<file path="src/core/sdp_pkg.sv">
package sdp_pkg;

    // ------------------------------------------------------------
    // Register map (byte addresses)
    // ------------------------------------------------------------
    localparam logic [7:0] ADDR_CTRL    = 8'h00;
    localparam logic [7:0] ADDR_TOP     = 8'h04;
    localparam logic [7:0] ADDR_COMPARE = 8'h08;
    localparam logic [7:0] ADDR_COUNT   = 8'h0c;
    localparam logic [7:0] ADDR_PINCFG  = 8'h10;
    localparam logic [7:0] ADDR_STATUS  = 8'h14;
    localparam logic [7:0] ADDR_MASK    = 8'h18;

    // ------------------------------------------------------------
    // Widths and reset values
    // ------------------------------------------------------------
    localparam int          CNT_W        = 10;
    localparam logic [9:0]  CNT_MAX      = 10'h3ff;
    localparam logic [9:0]  TOP_RST      = 10'h3ff;
    localparam logic [9:0]  COMPARE_RST  = 10'h000;
    localparam logic [7:0]  CTRL_RST     = 8'h00;
    localparam logic [3:0]  PINCFG_RST   = 4'h0;

    // ------------------------------------------------------------
    // Field positions
    // ------------------------------------------------------------
    localparam int CTRL_MODE_SEL_BIT  = 0;
    localparam int CTRL_SLOPE_BIT     = 1;
    localparam int CTRL_OMODE_LSB     = 2;
    localparam int CTRL_TOGGLE_BIT    = 4;
    localparam int CTRL_PRESC_LSB     = 5;
    localparam int PIN_DIR_TRUE_BIT   = 0;
    localparam int PIN_DIR_INV_BIT    = 1;
    localparam int PIN_PORT_TRUE_BIT  = 2;
    localparam int PIN_PORT_INV_BIT   = 3;
    localparam int STATUS_OVF_BIT     = 0;

    // ------------------------------------------------------------
    // Output-mode field encodings
    // ------------------------------------------------------------
    localparam logic [1:0] OMODE_OFF   = 2'h0;
    localparam logic [1:0] OMODE_COMPL = 2'h1;
    localparam logic [1:0] OMODE_NONINV = 2'h2;
    localparam logic [1:0] OMODE_INV   = 2'h3;

    // ------------------------------------------------------------
    // Types
    // ------------------------------------------------------------
    typedef struct packed {
        logic [2:0] prescale;
        logic       toggle_en;
        logic [1:0] output_mode_field;
        logic       slope_select;
        logic       pwm_mode_select;
    } sdp_ctrl_s;

    typedef struct packed {
        logic port_inv;
        logic port_true;
        logic dir_inv;
        logic dir_true;
    } sdp_pincfg_s;

    typedef enum logic [1:0] {
        DIR_UP   = 2'b00,
        DIR_DOWN = 2'b01
    } sdp_dir_e;

endpackage

</file>
<file path="src/core/sdp_pwm.sv">
module sdp_pwm (
    input  wire logic        i_sys_clk,
    input  wire logic        i_srst,
    input  wire logic        i_hsel,
    input  wire logic [31:0] i_haddr,
    input  wire logic [1:0]  i_htrans,
    input  wire logic        i_hwrite,
    input  wire logic [2:0]  i_hsize,
    input  wire logic [31:0] i_hwdata,
    input  wire logic        i_hready,
    output logic      [31:0] o_hrdata,
    output logic             o_hreadyout,
    output logic             o_hresp,
    output logic             o_pin_true,
    output logic             o_pin_true_oe,
    output logic             o_pin_inv,
    output logic             o_pin_inv_oe,
    output logic             o_irq
);

    // ------------------------------------------------------------
    // Functions
    // ------------------------------------------------------------
    function automatic logic [7:0] presc_mask(input logic [2:0] sel);
        presc_mask = 8'((9'h001 << sel) - 9'h001);
    endfunction

    function automatic logic [9:0] lo10(input logic [31:0] w);
        lo10 = w[9:0];
    endfunction

    // ------------------------------------------------------------
    // Registers
    // ------------------------------------------------------------
    sdp_pkg::sdp_ctrl_s   ctrl_q;
    sdp_pkg::sdp_pincfg_s pincfg_q;
    logic [9:0]           top_q;
    logic [9:0]           cmp_shadow_q;
    logic [9:0]           cmp_active_q;
    logic [1:0]           omode_active_q;
    logic [9:0]           count_q;
    logic [9:0]           spike_cnt_q;
    sdp_pkg::sdp_dir_e    dir_q;
    logic                 wave_q;
    logic [7:0]           presc_q;
    logic                 ovf_q;
    logic                 mask_q;

    // Bus pipeline
    logic                 dph_wr_q;
    logic [7:0]           dph_addr_q;
    logic [31:0]          hrdata_q;

    // ------------------------------------------------------------
    // AHB-Lite address phase
    // ------------------------------------------------------------
    logic       aph_valid;
    logic       aph_read;
    logic [7:0] aph_addr;
    logic [31:0] rd_word;
    logic       status_rd;

    assign aph_valid = i_hsel && i_htrans[1] && i_hready;
    assign aph_read  = aph_valid && !i_hwrite;
    assign aph_addr  = (i_haddr[31:8] == 24'h000000) ? i_haddr[7:0] : 8'hff;
    assign status_rd = aph_read && (aph_addr == sdp_pkg::ADDR_STATUS);

    always_comb begin
        rd_word = 32'h00000000;
        case (aph_addr)
            sdp_pkg::ADDR_CTRL:    rd_word = {24'h000000, ctrl_q};
            sdp_pkg::ADDR_TOP:     rd_word = {22'h0, top_q};
            sdp_pkg::ADDR_COMPARE: rd_word = {22'h0, cmp_shadow_q};
            sdp_pkg::ADDR_COUNT:   rd_word = {22'h0, count_q};
            sdp_pkg::ADDR_PINCFG:  rd_word = {28'h0, pincfg_q};
            sdp_pkg::ADDR_STATUS:  rd_word = {31'h0, ovf_q};
            sdp_pkg::ADDR_MASK:    rd_word = {31'h0, mask_q};
            default:               rd_word = 32'h00000000;
        endcase
    end

    // Read data registered at the address phase: zero wait states
    always_ff @(posedge i_sys_clk) begin
        if (i_srst) begin
            dph_wr_q   <= 1'b0;
            dph_addr_q <= 8'h00;
            hrdata_q   <= 32'h00000000;
        end else begin
            dph_wr_q   <= aph_valid && i_hwrite;
            dph_addr_q <= aph_addr;
            if (aph_read) begin
                hrdata_q <= rd_word;
            end
        end
    end

    logic wr_ctrl;
    logic wr_top;
    logic wr_cmp;
    logic wr_pin;
    logic wr_mask;

    assign wr_ctrl = dph_wr_q && (dph_addr_q == sdp_pkg::ADDR_CTRL);
    assign wr_top  = dph_wr_q && (dph_addr_q == sdp_pkg::ADDR_TOP);
    assign wr_cmp  = dph_wr_q && (dph_addr_q == sdp_pkg::ADDR_COMPARE);
    assign wr_pin  = dph_wr_q && (dph_addr_q == sdp_pkg::ADDR_PINCFG);
    assign wr_mask = dph_wr_q && (dph_addr_q == sdp_pkg::ADDR_MASK);

    // ------------------------------------------------------------
    // Software registers
    // ------------------------------------------------------------
    always_ff @(posedge i_sys_clk) begin
        if (i_srst) begin
            ctrl_q       <= sdp_pkg::CTRL_RST;
            top_q        <= sdp_pkg::TOP_RST;
            cmp_shadow_q <= sdp_pkg::COMPARE_RST;
            pincfg_q     <= sdp_pkg::PINCFG_RST;
            mask_q       <= 1'b0;
        end else begin
            if (wr_ctrl) begin
                ctrl_q <= i_hwdata[7:0];
            end
            if (wr_top) begin
                top_q <= lo10(i_hwdata);
            end
            if (wr_cmp) begin
                cmp_shadow_q <= lo10(i_hwdata);
            end
            if (wr_pin) begin
                pincfg_q <= i_hwdata[3:0];
            end
            if (wr_mask) begin
                mask_q <= i_hwdata[sdp_pkg::STATUS_OVF_BIT];
            end
        end
    end

    // ------------------------------------------------------------
    // Prescaler
    // ------------------------------------------------------------
    logic tick;
    logic running;

    assign running = ctrl_q.pwm_mode_select;
    assign tick    = running && ((presc_q & presc_mask(ctrl_q.prescale))
                                 == presc_mask(ctrl_q.prescale));

    always_ff @(posedge i_sys_clk) begin
        if (i_srst || !running) begin
            presc_q <= 8'h00;
        end else begin
            presc_q <= tick ? 8'h00 : presc_q + 8'h01;
        end
    end

    // ------------------------------------------------------------
    // Counter
    // ------------------------------------------------------------
    logic       dual;
    logic [9:0] count_d;
    sdp_pkg::sdp_dir_e dir_d;
    logic       cycle_end;
    logic       ovf_event;

    assign dual = ctrl_q.slope_select;

    always_comb begin
        count_d   = count_q;
        dir_d     = dir_q;
        cycle_end = 1'b0;
        ovf_event = 1'b0;
        if (!dual) begin
            if (count_q >= top_q) begin
                count_d   = 10'h000;
                cycle_end = 1'b1;
            end else begin
                count_d = count_q + 10'h001;
            end
            ovf_event = (count_d == top_q);
        end else begin
            if (dir_q == sdp_pkg::DIR_UP) begin
                if (count_q >= top_q) begin
                    dir_d   = sdp_pkg::DIR_DOWN;
                    count_d = (top_q == 10'h000) ? 10'h000 : count_q - 10'h001;
                end else begin
                    count_d = count_q + 10'h001;
                end
            end else begin
                if (count_q == 10'h000) begin
                    dir_d   = sdp_pkg::DIR_UP;
                    count_d = (top_q == 10'h000) ? 10'h000 : 10'h001;
                end else begin
                    count_d = count_q - 10'h001;
                end
            end
            cycle_end = (count_d == 10'h000);
            ovf_event = (count_d == 10'h000);
        end
    end

    always_ff @(posedge i_sys_clk) begin
        if (i_srst) begin
            count_q      <= 10'h000;
            dir_q        <= sdp_pkg::DIR_UP;
            cmp_active_q <= sdp_pkg::COMPARE_RST;
            spike_cnt_q  <= 10'h000;
        end else if (tick) begin
            count_q     <= count_d;
            dir_q       <= dir_d;
            spike_cnt_q <= spike_cnt_q + 10'h001;
            if (cycle_end) begin
                cmp_active_q <= cmp_shadow_q;
            end
        end
    end

    // ------------------------------------------------------------
    // Waveform generator
    // ------------------------------------------------------------
    logic match;
    logic inv;
    logic wave_d;

    // Match is judged on the value the counter moves to
    assign match = (count_d == cmp_active_q);
    assign inv   = (omode_active_q == sdp_pkg::OMODE_INV);

    always_comb begin
        wave_d = wave_q;
        if (!dual) begin
            if (top_q == 10'h000) begin
                // Counter is stuck at zero; spike on a 1024-tick period
                wave_d = (spike_cnt_q == sdp_pkg::CNT_MAX) ^ inv;
            end else if (top_q == sdp_pkg::CNT_MAX) begin
                wave_d = !inv;
            end else if (ctrl_q.toggle_en &&
                         omode_active_q == sdp_pkg::OMODE_COMPL) begin
                if (match) begin
                    wave_d = !wave_q;
                end
            end else if (match) begin
                wave_d = inv;
            end else if (cycle_end) begin
                wave_d = !inv;
            end
        end else begin
            if (top_q == 10'h000) begin
                wave_d = inv;
            end else if (top_q == sdp_pkg::CNT_MAX) begin
                wave_d = !inv;
            end else if (match) begin
                wave_d = (dir_d == sdp_pkg::DIR_UP) ? inv : !inv;
            end
        end
    end

    always_ff @(posedge i_sys_clk) begin
        if (i_srst) begin
            wave_q         <= 1'b0;
            omode_active_q <= sdp_pkg::OMODE_OFF;
        end else if (tick) begin
            wave_q <= wave_d;
            if (match) begin
                omode_active_q <= ctrl_q.output_mode_field;
            end
        end
    end

    // ------------------------------------------------------------
    // Pin takeover
    // ------------------------------------------------------------
    logic take_true;
    logic take_inv;

    assign take_true = running && (omode_active_q != sdp_pkg::OMODE_OFF);
    assign take_inv  = running && (omode_active_q == sdp_pkg::OMODE_COMPL);

    always_ff @(posedge i_sys_clk) begin
        if (i_srst) begin
            o_pin_true    <= 1'b0;
            o_pin_inv     <= 1'b0;
            o_pin_true_oe <= 1'b0;
            o_pin_inv_oe  <= 1'b0;
        end else begin
            o_pin_true_oe <= pincfg_q.dir_true;
            o_pin_inv_oe  <= pincfg_q.dir_inv;
            o_pin_true    <= (take_true && pincfg_q.dir_true) ? wave_q
                                                               : pincfg_q.port_true;
            o_pin_inv     <= (take_inv && pincfg_q.dir_inv) ? !wave_q
                                                             : pincfg_q.port_inv;
        end
    end

    // ------------------------------------------------------------
    // Interrupt status
    // ------------------------------------------------------------
    logic ovf_set;

    assign ovf_set = tick && ovf_event;

    // Set wins over a clearing read in the same cycle
    always_ff @(posedge i_sys_clk) begin
        if (i_srst) begin
            ovf_q <= 1'b0;
        end else if (ovf_set) begin
            ovf_q <= 1'b1;
        end else if (status_rd) begin
            ovf_q <= 1'b0;
        end
    end

    always_ff @(posedge i_sys_clk) begin
        if (i_srst) begin
            o_irq <= 1'b0;
        end else begin
            o_irq <= ovf_q && mask_q;
        end
    end

    assign o_hrdata    = hrdata_q;
    assign o_hreadyout = 1'b1;
    assign o_hresp     = 1'b0;

endmodule // sdp_pwm

</file>
<file path="config.mk">
export PLATFORM = sky130hd
export DESIGN_NAME = sdp_pwm
export DESIGN_NICKNAME = d
export VERILOG_FILES = /design/src/core/sdp_pkg.sv /design/src/core/sdp_pwm.sv
export SDC_FILE = /design/constraint.sdc
export NUM_CORES = 1
export LEC_CHECK = 0
export BUFFER_PORTS_ARGS = -buffer_cell sky130_fd_sc_hd__buf_2
export CAP_MARGIN = 10
export CORE_MARGIN = 8
export CORE_UTILIZATION = 40
export DETAILED_ROUTE_END_ITERATION = 8
export GPL_ROUTABILITY_DRIVEN = 0
export GPL_TIMING_DRIVEN = 1
export SLEW_MARGIN = 30
export SYNTH_ARGS = -nofsm -noshare
export SYNTH_HDL_FRONTEND = slang
export SYNTH_SLANG_ARGS = --single-unit
</file>
<file path="constraint.sdc">
create_clock -name i_sys_clk -period 4.28 [get_ports i_sys_clk]
set_input_delay 0.214 -clock i_sys_clk [delete_from_list [all_inputs] [get_ports i_sys_clk]]
set_output_delay 0.214 -clock i_sys_clk [all_outputs]
set_load 0.02 [all_outputs]
</file>
==> results of run 1 <==
-- cells in the mapped netlist, types with 3 or more instances --
cell / count
dfxtp_1: 100
xor2_1: 11
nor4b_1: 4
a221oi_1: 4
nand3_1: 27
a311oi_1: 5
buf_4: 24
a22oi_1: 6
o22ai_1: 12
nand3b_1: 3
a211oi_1: 9
o32ai_1: 4
and3_1: 9
ha_1: 15
nand2b_1: 4
clkbuf_1: 46
nand4_1: 7
o21ai_0: 25
or4_1: 4
inv_1: 30
nor3b_1: 3
nor3_1: 27
a21oi_1: 43
o21a_1: 5
a31oi_1: 12
nor2b_1: 13
or3_1: 10
o211ai_1: 4
nand2_1: 52
o31ai_1: 5
and3b_1: 5
nor2_1: 116
buf_2: 8
o2111ai_1: 4
xnor2_1: 22
a211o_1: 11
or2_2: 5
mux2i_1: 51
a32oi_1: 3
nor4_1: 16
mux2_2: 3
-- area by class of cell --
class	instances	share of cell area [%]
clock buffers	12	3.424
clock inverters	3	0.2955
inverters	30	1.564
multi-input cells	629	56.34
flip-flops and latches	100	27.81
well taps	216	3.755
repair buffers	86	6.814
-- metrics by stage --
| step | utilization, % | instances |
|---|---|---|
| after floorplan | - | 841 |
| after global placement | 43.62 | 1061 |
| after CTS | 45.31 | 1076 |
| after detailed placement | 43.62 | 1061 |
| final | 45.31 | 1076 |
| after global routing | 45.31 | 1076 |
-- power by group --
group	switching [mW]	internal (mW)	total [mW]
registers	0.00227	0.934	0.936
logic	0.0559	0.0236	0.0795
clock network	0.365	0.409	0.774
-- worst max path at each step --
stage / endpoint / cells after the start
floorplan: omode_active_q[0]$_SDFFE_PP0P_ / 14
global placement: omode_active_q[1]$_SDFFE_PP0P_ / 12
detailed placement: wave_q$_SDFFE_PP0P_ / 12
CTS: wave_q$_SDFFE_PP0P_ / 12
global route: wave_q$_SDFFE_PP0P_ / 12
finish: wave_q$_SDFFE_PP0P_ / 12
-- flip-flops by register name, summed over array words and instances, names as in the netlist, 7 cells and up --
signal        cells
top_q            10
cmp_active_q     10
spike_cnt_q      10
count_q          10
cmp_shadow_q     10
presc_q           7
o_hrdata         10
dph_addr_q        8
-- timing repair --
| action | 4_1_cts | 5_1_grt |
|---|---|---|
| resized for setup | 0 | 1 |
| hold buffers | 0 | 0 |
| setup buffers | 0 | 0 |
| endpoints found under the setup margin | 0 | 1 |
-- placed cells by master (no fill, tap or decap), drive strengths merged, types with 5 or more instances in the layout --
cell type / count
clkbuf: 12
nor4: 17
a211oi: 10
a311oi: 5
o31ai: 7
buf: 86
nor2: 117
or3: 10
a22oi: 7
xnor2: 22
and3: 9
nand3: 27
a21oi: 44
o21a: 5
nand4: 8
nor4b: 6
nor3: 29
o22ai: 12
nand2: 52
a31oi: 12
mux2i: 51
and3b: 5
a211o: 11
conb: 24
or4: 6
nor2b: 13
ha: 15
dfxtp: 100
xor2: 11
o21ai: 27
or2: 7
inv: 31
-- routing by layer --
| layer | track usage [%] | vias up | routed length [um] |
|---|---|---|---|
| met2 | 29.54 | 202 | 8684 |
| met1 | 25.48 | 2818 | 8930 |
| li1 | - | 2975 | - |
| met5 | 0 | - | 0 |
| met4 | 7.139 | 0 | 488 |
| met3 | 3.683 | 26 | 1180 |
-- kinds of logic after synthesis --
family	share of synthesized area, %
muxes	8.722
buffers and inverters	8.240
DFF	30.80
and+or+nand+nor	25.36
adders and majority gates	2.888
xor gates and xnor gates	4.447
AOI/OAI and AO/OA	19.43
other	0.1156
-- worst min-delay path, cell delays in order --
cell    delay [ps]
buf_2           90
nor3_1          40
nor2_1          70
==> flow_metrics.py, run 1 <==
metrics = {
    "outcome": {
        "status": "completed",
    },
    "timing": {
        "hold_ws_ps": 98.62,
        "tightest_slew_ps": 918.4,
        "fin_crit_sh_pct": 90.09,
        "setup_slack_ps": 424.0,
        "hold_viol": 0,
        "fin_tns_setup_ps": 0,
        "rsz0062_at_grt": "false",
        "slew_viol_final": 0,
        "finalWorstPathRequiredPeriod_ps": 3856,
        "finalSetupViolations": 0,
        "fmax_mhz": 259.3,
        "timing.slew.headroom_pct": 38.65,
        "skew_ps": 12.83,
    },
    "clock_network": {
        "numCtsBuffers": 9,
        "cts_tree": "yes",
        "clock_latency_ps": 350,
        "clock_sinks": 100,
        "clock_path_buffers": 2,
        "htree_num_levels": 3,
        "clk_pin_slew_worst_paths_ps": 70,
        "root_buffer": "clkbuf_16",
    },
    "grt": {
        "grt_use_total_pct": 19.00,
        "grt_max_degree": 57,
        "grt_pass1_wl_um": 30730,
        "grt_pass1_vias": 5715,
        "overflow": 0,
        "antenna_found_initial": 0,
    },
    "worst_setup_path": {
        "crit_slowest_cell": "nor2b_1",
        "r2r_end": "wave_q$_SDFFE_PP0P_",
        "rrSetupSlack_ps": 420,
        "critPathMaxStageDelay_ps": 760,
        "path_max_fanout": 12,
        "critPathArrivalTime_ps": 4130,
        "end_kind": "register",
        "rr_startpoint": "top_q[5]$_SDFFE_PP1P_",
        "cp_common_cell": "o21ai_0",
        "startpoint": "top_q[5]$_SDFFE_PP1P_",
        "crit_buf_inv": 1,
        "crit_required_ps": 4550,
        "critPathLaunchType": "register",
        "reg2reg_depth": 12,
        "path_cells": "inv_1 > ha_1 > nand2_1 > o21ai_0 > nor2b_1 > nor3_1 > a311oi_1 > mux2_2 > or4_1 > o21ai_0 > a21oi_1 > a31oi_1",
        "crit_family": "simple AND/OR/NAND/NOR gates",
        "path_class": "register to register",
    },
    "route": {
        "first_pass_iters": 5,
        "num_vias": 6021,
        "drc": 0,
        "drtAntennaViolNets": 0,
        "routed_wl_um": 19280,
        "drt_iter0_drc": 642,
        "viasPerCell": 5.596,
        "wl_per_cell_um": 17.92,
    },
    "final_layout": {
        "drive_above_1_share_pct": 15.12,
        "final_area_sq_um": 7198,
        "diodes": 0,
        "multi_input_area_sq_um": 4055,
        "areaGrowthSynthToFinish_pct": 10.76,
        "fill_cells": 1623,
        "finalNetCount": 945,
        "register_area_sq_um": 2002,
    },
    "die": {
        "row_count": 46,
        "fp.dieH_um": 143.5,
        "die_x_um": 143.5,
        "die_area_sq_um": 20580,
        "pin_count": 113,
        "fp.coreArea_sq_um": 15890,
        "start_util_pct": 40.91,
    },
    "pwr": {
        "p_leak_nw": 2.846,
        "peakVddDrop_mv": 0.2938,
        "power.density_nw_per_um2": 248.7,
        "power_mw": 1.790,
    },
    "synth": {
        "synth.top_cell.area_share_pct": 30.80,
        "yosys-top-cells-area": "dfxtp_1, mux2i_1, nor2_1",
        "synth.distinct_cells": 80,
        "ys_async_sr_fraction_pct": 0,
        "synth_cells": 819,
        "synth_area_leader_cell": "dfxtp_1",
        "synth-main-ff-cell": "dfxtp_1",
        "yosysSeqAreaShare_pct": 30.80,
        "synth_edf_count": 0,
        "synthesis.area_sq_um": 6499,
        "ys_seq_elements": 100,
        "yosys_warnings": 0,
        "avgSynthCellArea_sq_um": 7.935,
    },
    "placement": {
        "placed_area_sq_um": 6929,
        "dp_hpwl_um": 14260,
        "numPortBuffers": 62,
        "pre_cts_ws_ps": 495.0,
    },
    "job": {
        "max_cap_violations": 0,
    },
    "hold_path": {
        "hold_depth": 3,
        "whs_endpoint": "dph_addr_q[5]$_SDFF_PP0_",
        "min-delay-start": "i_haddr[5]",
        "worstHoldPathType": "input pin to register",
    },
}
Power figures use the tool's default switching activity.
==> inputs of run 2 (changes only) <==
--- a/config.mk
+++ b/config.mk
@@ -5,14 +5,16 @@
 export SDC_FILE = /design/constraint.sdc
 export NUM_CORES = 1
 export LEC_CHECK = 0
+export ABC_AREA = 1
 export BUFFER_PORTS_ARGS = -buffer_cell sky130_fd_sc_hd__buf_2
 export CAP_MARGIN = 10
 export CORE_MARGIN = 8
 export CORE_UTILIZATION = 40
+export CTS_CLUSTER_DIAMETER = 40
 export DETAILED_ROUTE_END_ITERATION = 8
 export GPL_ROUTABILITY_DRIVEN = 0
 export GPL_TIMING_DRIVEN = 1
-export SLEW_MARGIN = 30
+export SLEW_MARGIN = 20
 export SYNTH_ARGS = -nofsm -noshare
 export SYNTH_HDL_FRONTEND = slang
 export SYNTH_SLANG_ARGS = --single-unit
==> run 2 against run 1 <==
Net effect: die area down 2.9%; combinational power fell by 2%; critical path type unchanged; worst setup slack better by 560 ps; sequential power hardly changed; register-to-register slack improved by 560 ps; count of clock-buffer cells in the layout shrank 1; utilization decreased by 0.53 points; clock skew down 7.0 ps; total power rose by 3.9%; first-iteration DRC count down 38%; clock power is 9.3% higher.
==> flow_metrics.py, run 2 <==
metrics = {
    "clock_network": {
        "root_buffer": "clkbuf_16",
        "hold_buffers": 0,
        "clock_sinks": 100,
        "postCtsSetupRepairBufs": 0,
        "htree_num_levels": 3,
        "clock_path_buffers": 2,
        "clk_pin_slew_worst_paths_ps": 70,
        "cts_tree": "yes",
        "numCtsBuffers": 9,
        "clock_latency_ps": 350,
        "cts_resized": 0,
    },
    "worst_setup_path": {
        "end_kind": "register",
        "path_max_fanout": 19,
        "path_cells": "ha_1 > nand2_1 > inv_1 > nand2_1 > nand2_1 > nand2_4 > nand3_4 > nor2_4 > nor2_2 > nand2_2 > nand3_2 > nand2_2 > nand2_2 > nand2_2 > nand2_1 > nor4_2 > nand3_2 > nand3_1 > nand2_1 > a21oi_1",
        "rrSetupSlack_ps": 980,
        "crit_family": "simple AND/OR/NAND/NOR gates",
        "critPathLaunchType": "register",
        "critPathArrivalTime_ps": 3590,
        "critPathMaxStageDelay_ps": 570,
        "crit_buf_inv": 1,
        "crit_required_ps": 4570,
        "path_class": "register to register",
        "cp_common_cell": "nand2_1",
        "crit_slowest_cell": "dfxtp_1",
    },
    "grt": {
        "grt_pass1_wl_um": 29240,
        "grt_pass1_vias": 5686,
        "overflow": 0,
        "grt_use_total_pct": 18.30,
        "grt_max_degree": 39,
        "antenna_found_initial": 0,
    },
    "synth": {
        "synth.distinct_cells": 55,
        "yosys_warnings": 0,
        "synth_cells": 912,
        "synth_top_cells_by_count": "nand2_1, dfxtp_1, inv_1",
        "ys_async_sr_fraction_pct": 0,
        "synthesis.area_sq_um": 6286,
        "synth_area_leader_cell": "dfxtp_1",
        "ys_seq_elements": 100,
        "synth-main-ff-cell": "dfxtp_1",
        "synth_edf_count": 0,
        "yosysSeqAreaShare_pct": 31.85,
        "synth.top_cell.area_share_pct": 31.85,
        "synth_most_common_cell": "nand2_1",
        "yosys-top-cells-area": "dfxtp_1, nand2_1, a21oi_1",
        "avgSynthCellArea_sq_um": 6.893,
    },
    "timing": {
        "finalSetupViolations": 0,
        "setup_slack_ps": 979.9,
        "tightest_slew_ps": 869.7,
        "rsz0062_at_grt": "false",
        "timing.slew.headroom_pct": 41.81,
        "finalWorstPathRequiredPeriod_ps": 3300,
        "fin_crit_sh_pct": 77.10,
        "fin_tns_setup_ps": 0,
        "hold_viol": 0,
        "fmax_mhz": 303.0,
        "hold_ws_ps": 87.11,
        "slew_viol_final": 0,
        "skew_ps": 5.851,
    },
    "pwr": {
        "seq_power_share_pct": 50.3,
        "intPower_mw": 1.430,
        "power.density_nw_per_um2": 266.3,
        "combPwrFrac_pct": 4.2,
        "peakVddDrop_mv": 0.2308,
        "netSwitchingFraction_pct": 23.13,
        "power_mw": 1.860,
        "switchingPower_uw": 430.2,
        "clockPowerShare_pct": 45.5,
        "p_leak_nw": 3.263,
    },
    "final_layout": {
        "layoutNonFillerInstCount": 1182,
        "areaGrowthSynthToFinish_pct": 11.13,
        "final_area_sq_um": 6985,
        "fill_cells": 1663,
        "diodes": 0,
        "drive_above_1_share_pct": 16.36,
        "final_core_util_pct": 44.79,
        "finalNetCount": 1050,
        "final_cell_mix": "nand2_1, dfxtp_1, inv_1",
        "layout_commonest_cell": "nand2_1",
    },
    "job": {
        "max_cap_violations": 0,
    },
    "placement": {
        "dpl.cell_count": 1166,
        "placed_area_sq_um": 6680,
        "dp_hpwl_um": 14050,
        "numPortBuffers": 62,
        "pre_cts_ws_ps": 1027,
    },
    "die": {
        "row_count": 46,
        "fp.dieH_um": 141.4,
        "pin_count": 113,
        "start_util_pct": 40.30,
        "die_x_um": 141.4,
        "fp.coreArea_sq_um": 15600,
        "die_area_sq_um": 19980,
    },
    "hold_path": {
        "worstHoldPathType": "input pin to register",
    },
    "route": {
        "drc": 0,
        "viasPerCell": 5.085,
        "routed_wl_um": 18020,
        "wl_per_cell_um": 15.24,
        "drt_iter0_drc": 398,
        "drtAntennaViolNets": 0,
        "first_pass_iters": 5,
        "num_vias": 6011,
    },
    "outcome": {
        "status": "completed",
    },
}
run 2: cell types whose count changed after synthesis, moves of 18 or more:
cell,before,now
nand2_1,52,175
inv_1,30,99
mux2i_1,51,0
nor2_1,116,73
a21oi_1,43,82
nand3_1,27,66
clkbuf_1,46,17
o21ai_1,2,27
o21ai_0,25,48
nand2_2,0,18
xnor2_1,22,4
run 2: worst paths after layout:
check                                               from                       end  cells after the start
worst max-delay path             count_q[5]$_SDFFE_PP0P_       wave_q$_SDFFE_PP0P_                     20
worst max register to register   count_q[5]$_SDFFE_PP0P_       wave_q$_SDFFE_PP0P_                     20
worst min-delay path                          i_haddr[7]  dph_addr_q[7]$_SDFF_PP0_                      3
worst min register to register  o_hrdata[7]$_SDFFE_PP0P_  o_hrdata[7]$_SDFFE_PP0P_                      2
run 2: tightest hold or removal path: stages:
cell    delay [ps]
buf_2           70
nor2_1          40
nor2_1          70
run 2: cell type report:
| class | instances | area [sq um] | share of cell area (%) |
|---|---|---|---|
| inverter | 108 | 405.4 | 5.803 |
| sequential | 100 | 2002 | 28.66 |
| multi-input combinational | 669 | 3612 | 51.71 |
| clock buffer | 11 | 242.7 | 3.475 |
| timing repair buffer | 73 | 392.9 | 5.624 |
| clock inverter | 5 | 60.06 | 0.8598 |
| tap | 216 | 270.3 | 3.869 |
run 2: cells by family (layout without fill, tap and decap cells):
group,count (synthesis),in the layout,synth area share (%)
compound gates,191,191,16.82
xor+xnor,23,23,3.324
fa+ha+maj,15,15,2.986
buf+inv,165,197,12.04
flops,100,100,31.85
other cells,2,24,0.1195
simple gates,416,416,32.86
run 2: power groups by stage:
stage                     clock network (mW)  logic [mW]  registers [mW]
after global routing                   0.903      0.0862           0.936
after global placement                     0      0.0772           0.957
final                                  0.846      0.0778           0.936
after CTS                              0.857      0.0778           0.936
after detailed placement                   0      0.0776           0.958
after floorplan                            0      0.0622           0.957
run 2: routing by layer:
metal / global-route usage [%] / routed length (um)
met1: 23.01 / 8202
met2: 30.83 / 8432
met3: 3.831 / 1002
met4: 5.543 / 379
met5: 0 / 0
==> inputs of run 3 (changes only) <==
==> constraint.sdc (replaced) <==
create_clock -name i_sys_clk -period 3.5 [get_ports i_sys_clk]
set_input_delay 0.175 -clock i_sys_clk [delete_from_list [all_inputs] [get_ports i_sys_clk]]
set_output_delay 0.175 -clock i_sys_clk [all_outputs]
set_load 0.02 [all_outputs]
==> run 3 against run 2 <==
Net effect: count of clock-buffer cells in the layout unchanged; routed wire length is 0.51% higher; via count about the same; worst setup slack worse by 690 ps; fmax increased by 2.8%; die area unchanged; largest power group unchanged; final area rose by 1.3%; register-to-register slack worse by 690 ps; combinational power rose by 25%.
==> flow_metrics.py, run 3 (same netlist as run 2, synthesis figures left out) <==
metrics = {
    "outcome": {
        "status": "completed",
    },
    "timing": {
        "tightest_slew_ps": 889.5,
        "fmax_mhz": 311.4,
        "slew_viol_final": 0,
        "finalWorstPathRequiredPeriod_ps": 3211,
        "fin_crit_sh_pct": 91.75,
        "fin_tns_setup_ps": 0,
        "skew_ps": 7.594,
        "finalSetupViolations": 0,
        "timing.slew.headroom_pct": 40.48,
        "rsz0062_at_grt": "false",
        "hold_viol": 0,
    },
    "worst_setup_path": {
        "critPathMaxStageDelay_ps": 400,
        "crit_family": "simple AND/OR/NAND/NOR gates",
        "end_kind": "register",
        "crit_buf_inv": 2,
        "rr_startpoint": "top_q[8]$_SDFFE_PP1P_",
        "critPathLaunchType": "register",
        "startpoint": "top_q[8]$_SDFFE_PP1P_",
        "crit_required_ps": 3740,
        "path_class": "register to register",
        "path_cells": "inv_1 > ha_1 > nand2_2 > nor2_4 > nand3_4 > and2_1 > nand3_1 > nand3_1 > nand2_1 > nand2_1 > a21oi_1 > nand3_1 > a21oi_1 > o21ai_2 > buf_12 > o21ai_1 > a21oi_1",
        "critPathArrivalTime_ps": 3450,
        "crit_slowest_cell": "dfxtp_1",
        "path_max_fanout": 16,
    },
    "grt": {
        "overflow": 0,
        "grt_pass1_wl_um": 29790,
        "grt_max_degree": 39,
        "grt_pass1_vias": 5773,
        "antenna_found_initial": 0,
        "grt_use_total_pct": 18.62,
    },
    "final_layout": {
        "layout_commonest_cell": "nand2_1",
        "finalNetCount": 1060,
        "areaGrowthSynthToFinish_pct": 12.54,
        "diodes": 0,
        "final_cell_mix": "nand2_1, dfxtp_1, inv_1",
        "drive_above_1_share_pct": 17.21,
    },
    "die": {
        "fp.coreArea_sq_um": 15600,
        "start_util_pct": 40.30,
        "fp.dieH_um": 141.4,
        "die_x_um": 141.4,
        "pin_count": 113,
        "row_count": 46,
        "die_area_sq_um": 19980,
    },
    "pwr": {
        "power_mw": 2.270,
        "power.density_nw_per_um2": 320.9,
        "peakVddDrop_mv": 0.2758,
        "p_leak_nw": 3.321,
    },
    "placement": {
        "dp_hpwl_um": 14330,
        "numPortBuffers": 62,
    },
    "route": {
        "wl_per_cell_um": 15.19,
        "drc": 0,
        "drtAntennaViolNets": 0,
        "viasPerCell": 5.042,
        "routed_wl_um": 18110,
        "num_vias": 6010,
        "first_pass_iters": 5,
        "drt_iter0_drc": 578,
    },
    "clock_network": {
        "clock_sinks": 100,
        "numCtsBuffers": 9,
        "clk_pin_slew_worst_paths_ps": 70,
        "postCtsSetupRepairBufs": 0,
        "root_buffer": "clkbuf_16",
        "htree_num_levels": 3,
        "clock_path_buffers": 2,
        "cts_tree": "yes",
        "cts_resized": 0,
        "clock_latency_ps": 350,
        "hold_buffers": 0,
    },
    "job": {
        "max_cap_violations": 0,
    },
    "hold_path": {
        "min-delay-start": "i_haddr[7]",
        "worstHoldPathType": "input pin to register",
    },
}
[run 3: worst paths after layout]
path	to	slack [ps]	cells past startpoint
max	cmp_active_q[6]$_SDFFE_PP0P_	290	17
min	dph_addr_q[7]$_SDFF_PP0_	40	3
max reg2reg	cmp_active_q[6]$_SDFFE_PP0P_	290	17
min reg2reg	o_irq$_SDFF_PP0_	450	2
[run 3: area by class of cell]
cell class | count | area, sq um
clock inverter | 5 | 60.06
inverter | 108 | 405.4
multi-input combinational | 669 | 3613
sequential | 100 | 2002
timing repair buffer | 83 | 480.5
fill | 1664 | 8523
tap | 216 | 270.3
clock buffer | 11 | 242.7
[run 3: worst reg2reg max path, cell delays in order (launching register included)]
cell	delay (ps)
dfxtp_1	400
inv_1	110
ha_1	300
nand2_2	70
nor2_4	190
nand3_4	170
and2_1	220
nand3_1	200
nand3_1	130
nand2_1	120
nand2_1	60
a21oi_1	120
nand3_1	120
a21oi_1	260
o21ai_2	190
buf_12	190
o21ai_1	180
a21oi_1	50
[run 3: report_power, final]
group | internal [mW] | switching (mW)
clock | 0.577 | 0.452
sequential | 1.14 | 0.00220
combinational | 0.0295 | 0.0674
[run 3: stage by stage]
step,worst slack [ps],instance area [sq um],hold slack (ps),instances,utilization [%]
2_1_floorplan,964.5,6369,302.0,934,-
6_report,288.8,7074,42.11,1192,45.36
4_1_cts,297.0,7071,35.32,1192,45.33
3_5_place_dp,316.8,6768,404.5,1176,43.39
5_1_grt,56.64,7074,51.86,1192,45.36
3_3_place_gp,330.6,6768,400.0,1176,43.39
[run 3: routing by layer]
| metal | share of wire, % | vias up | global-route usage (%) |
|---|---|---|---|
| met2 | 47 | 152 | 31.00 |
| met5 | 0 | - | 0 |
| met4 | 2.3 | 0 | 5.939 |
| met3 | 4.6 | 28 | 3.058 |
| li1 | - | 3103 | - |
| met1 | 47 | 2727 | 24.11 |
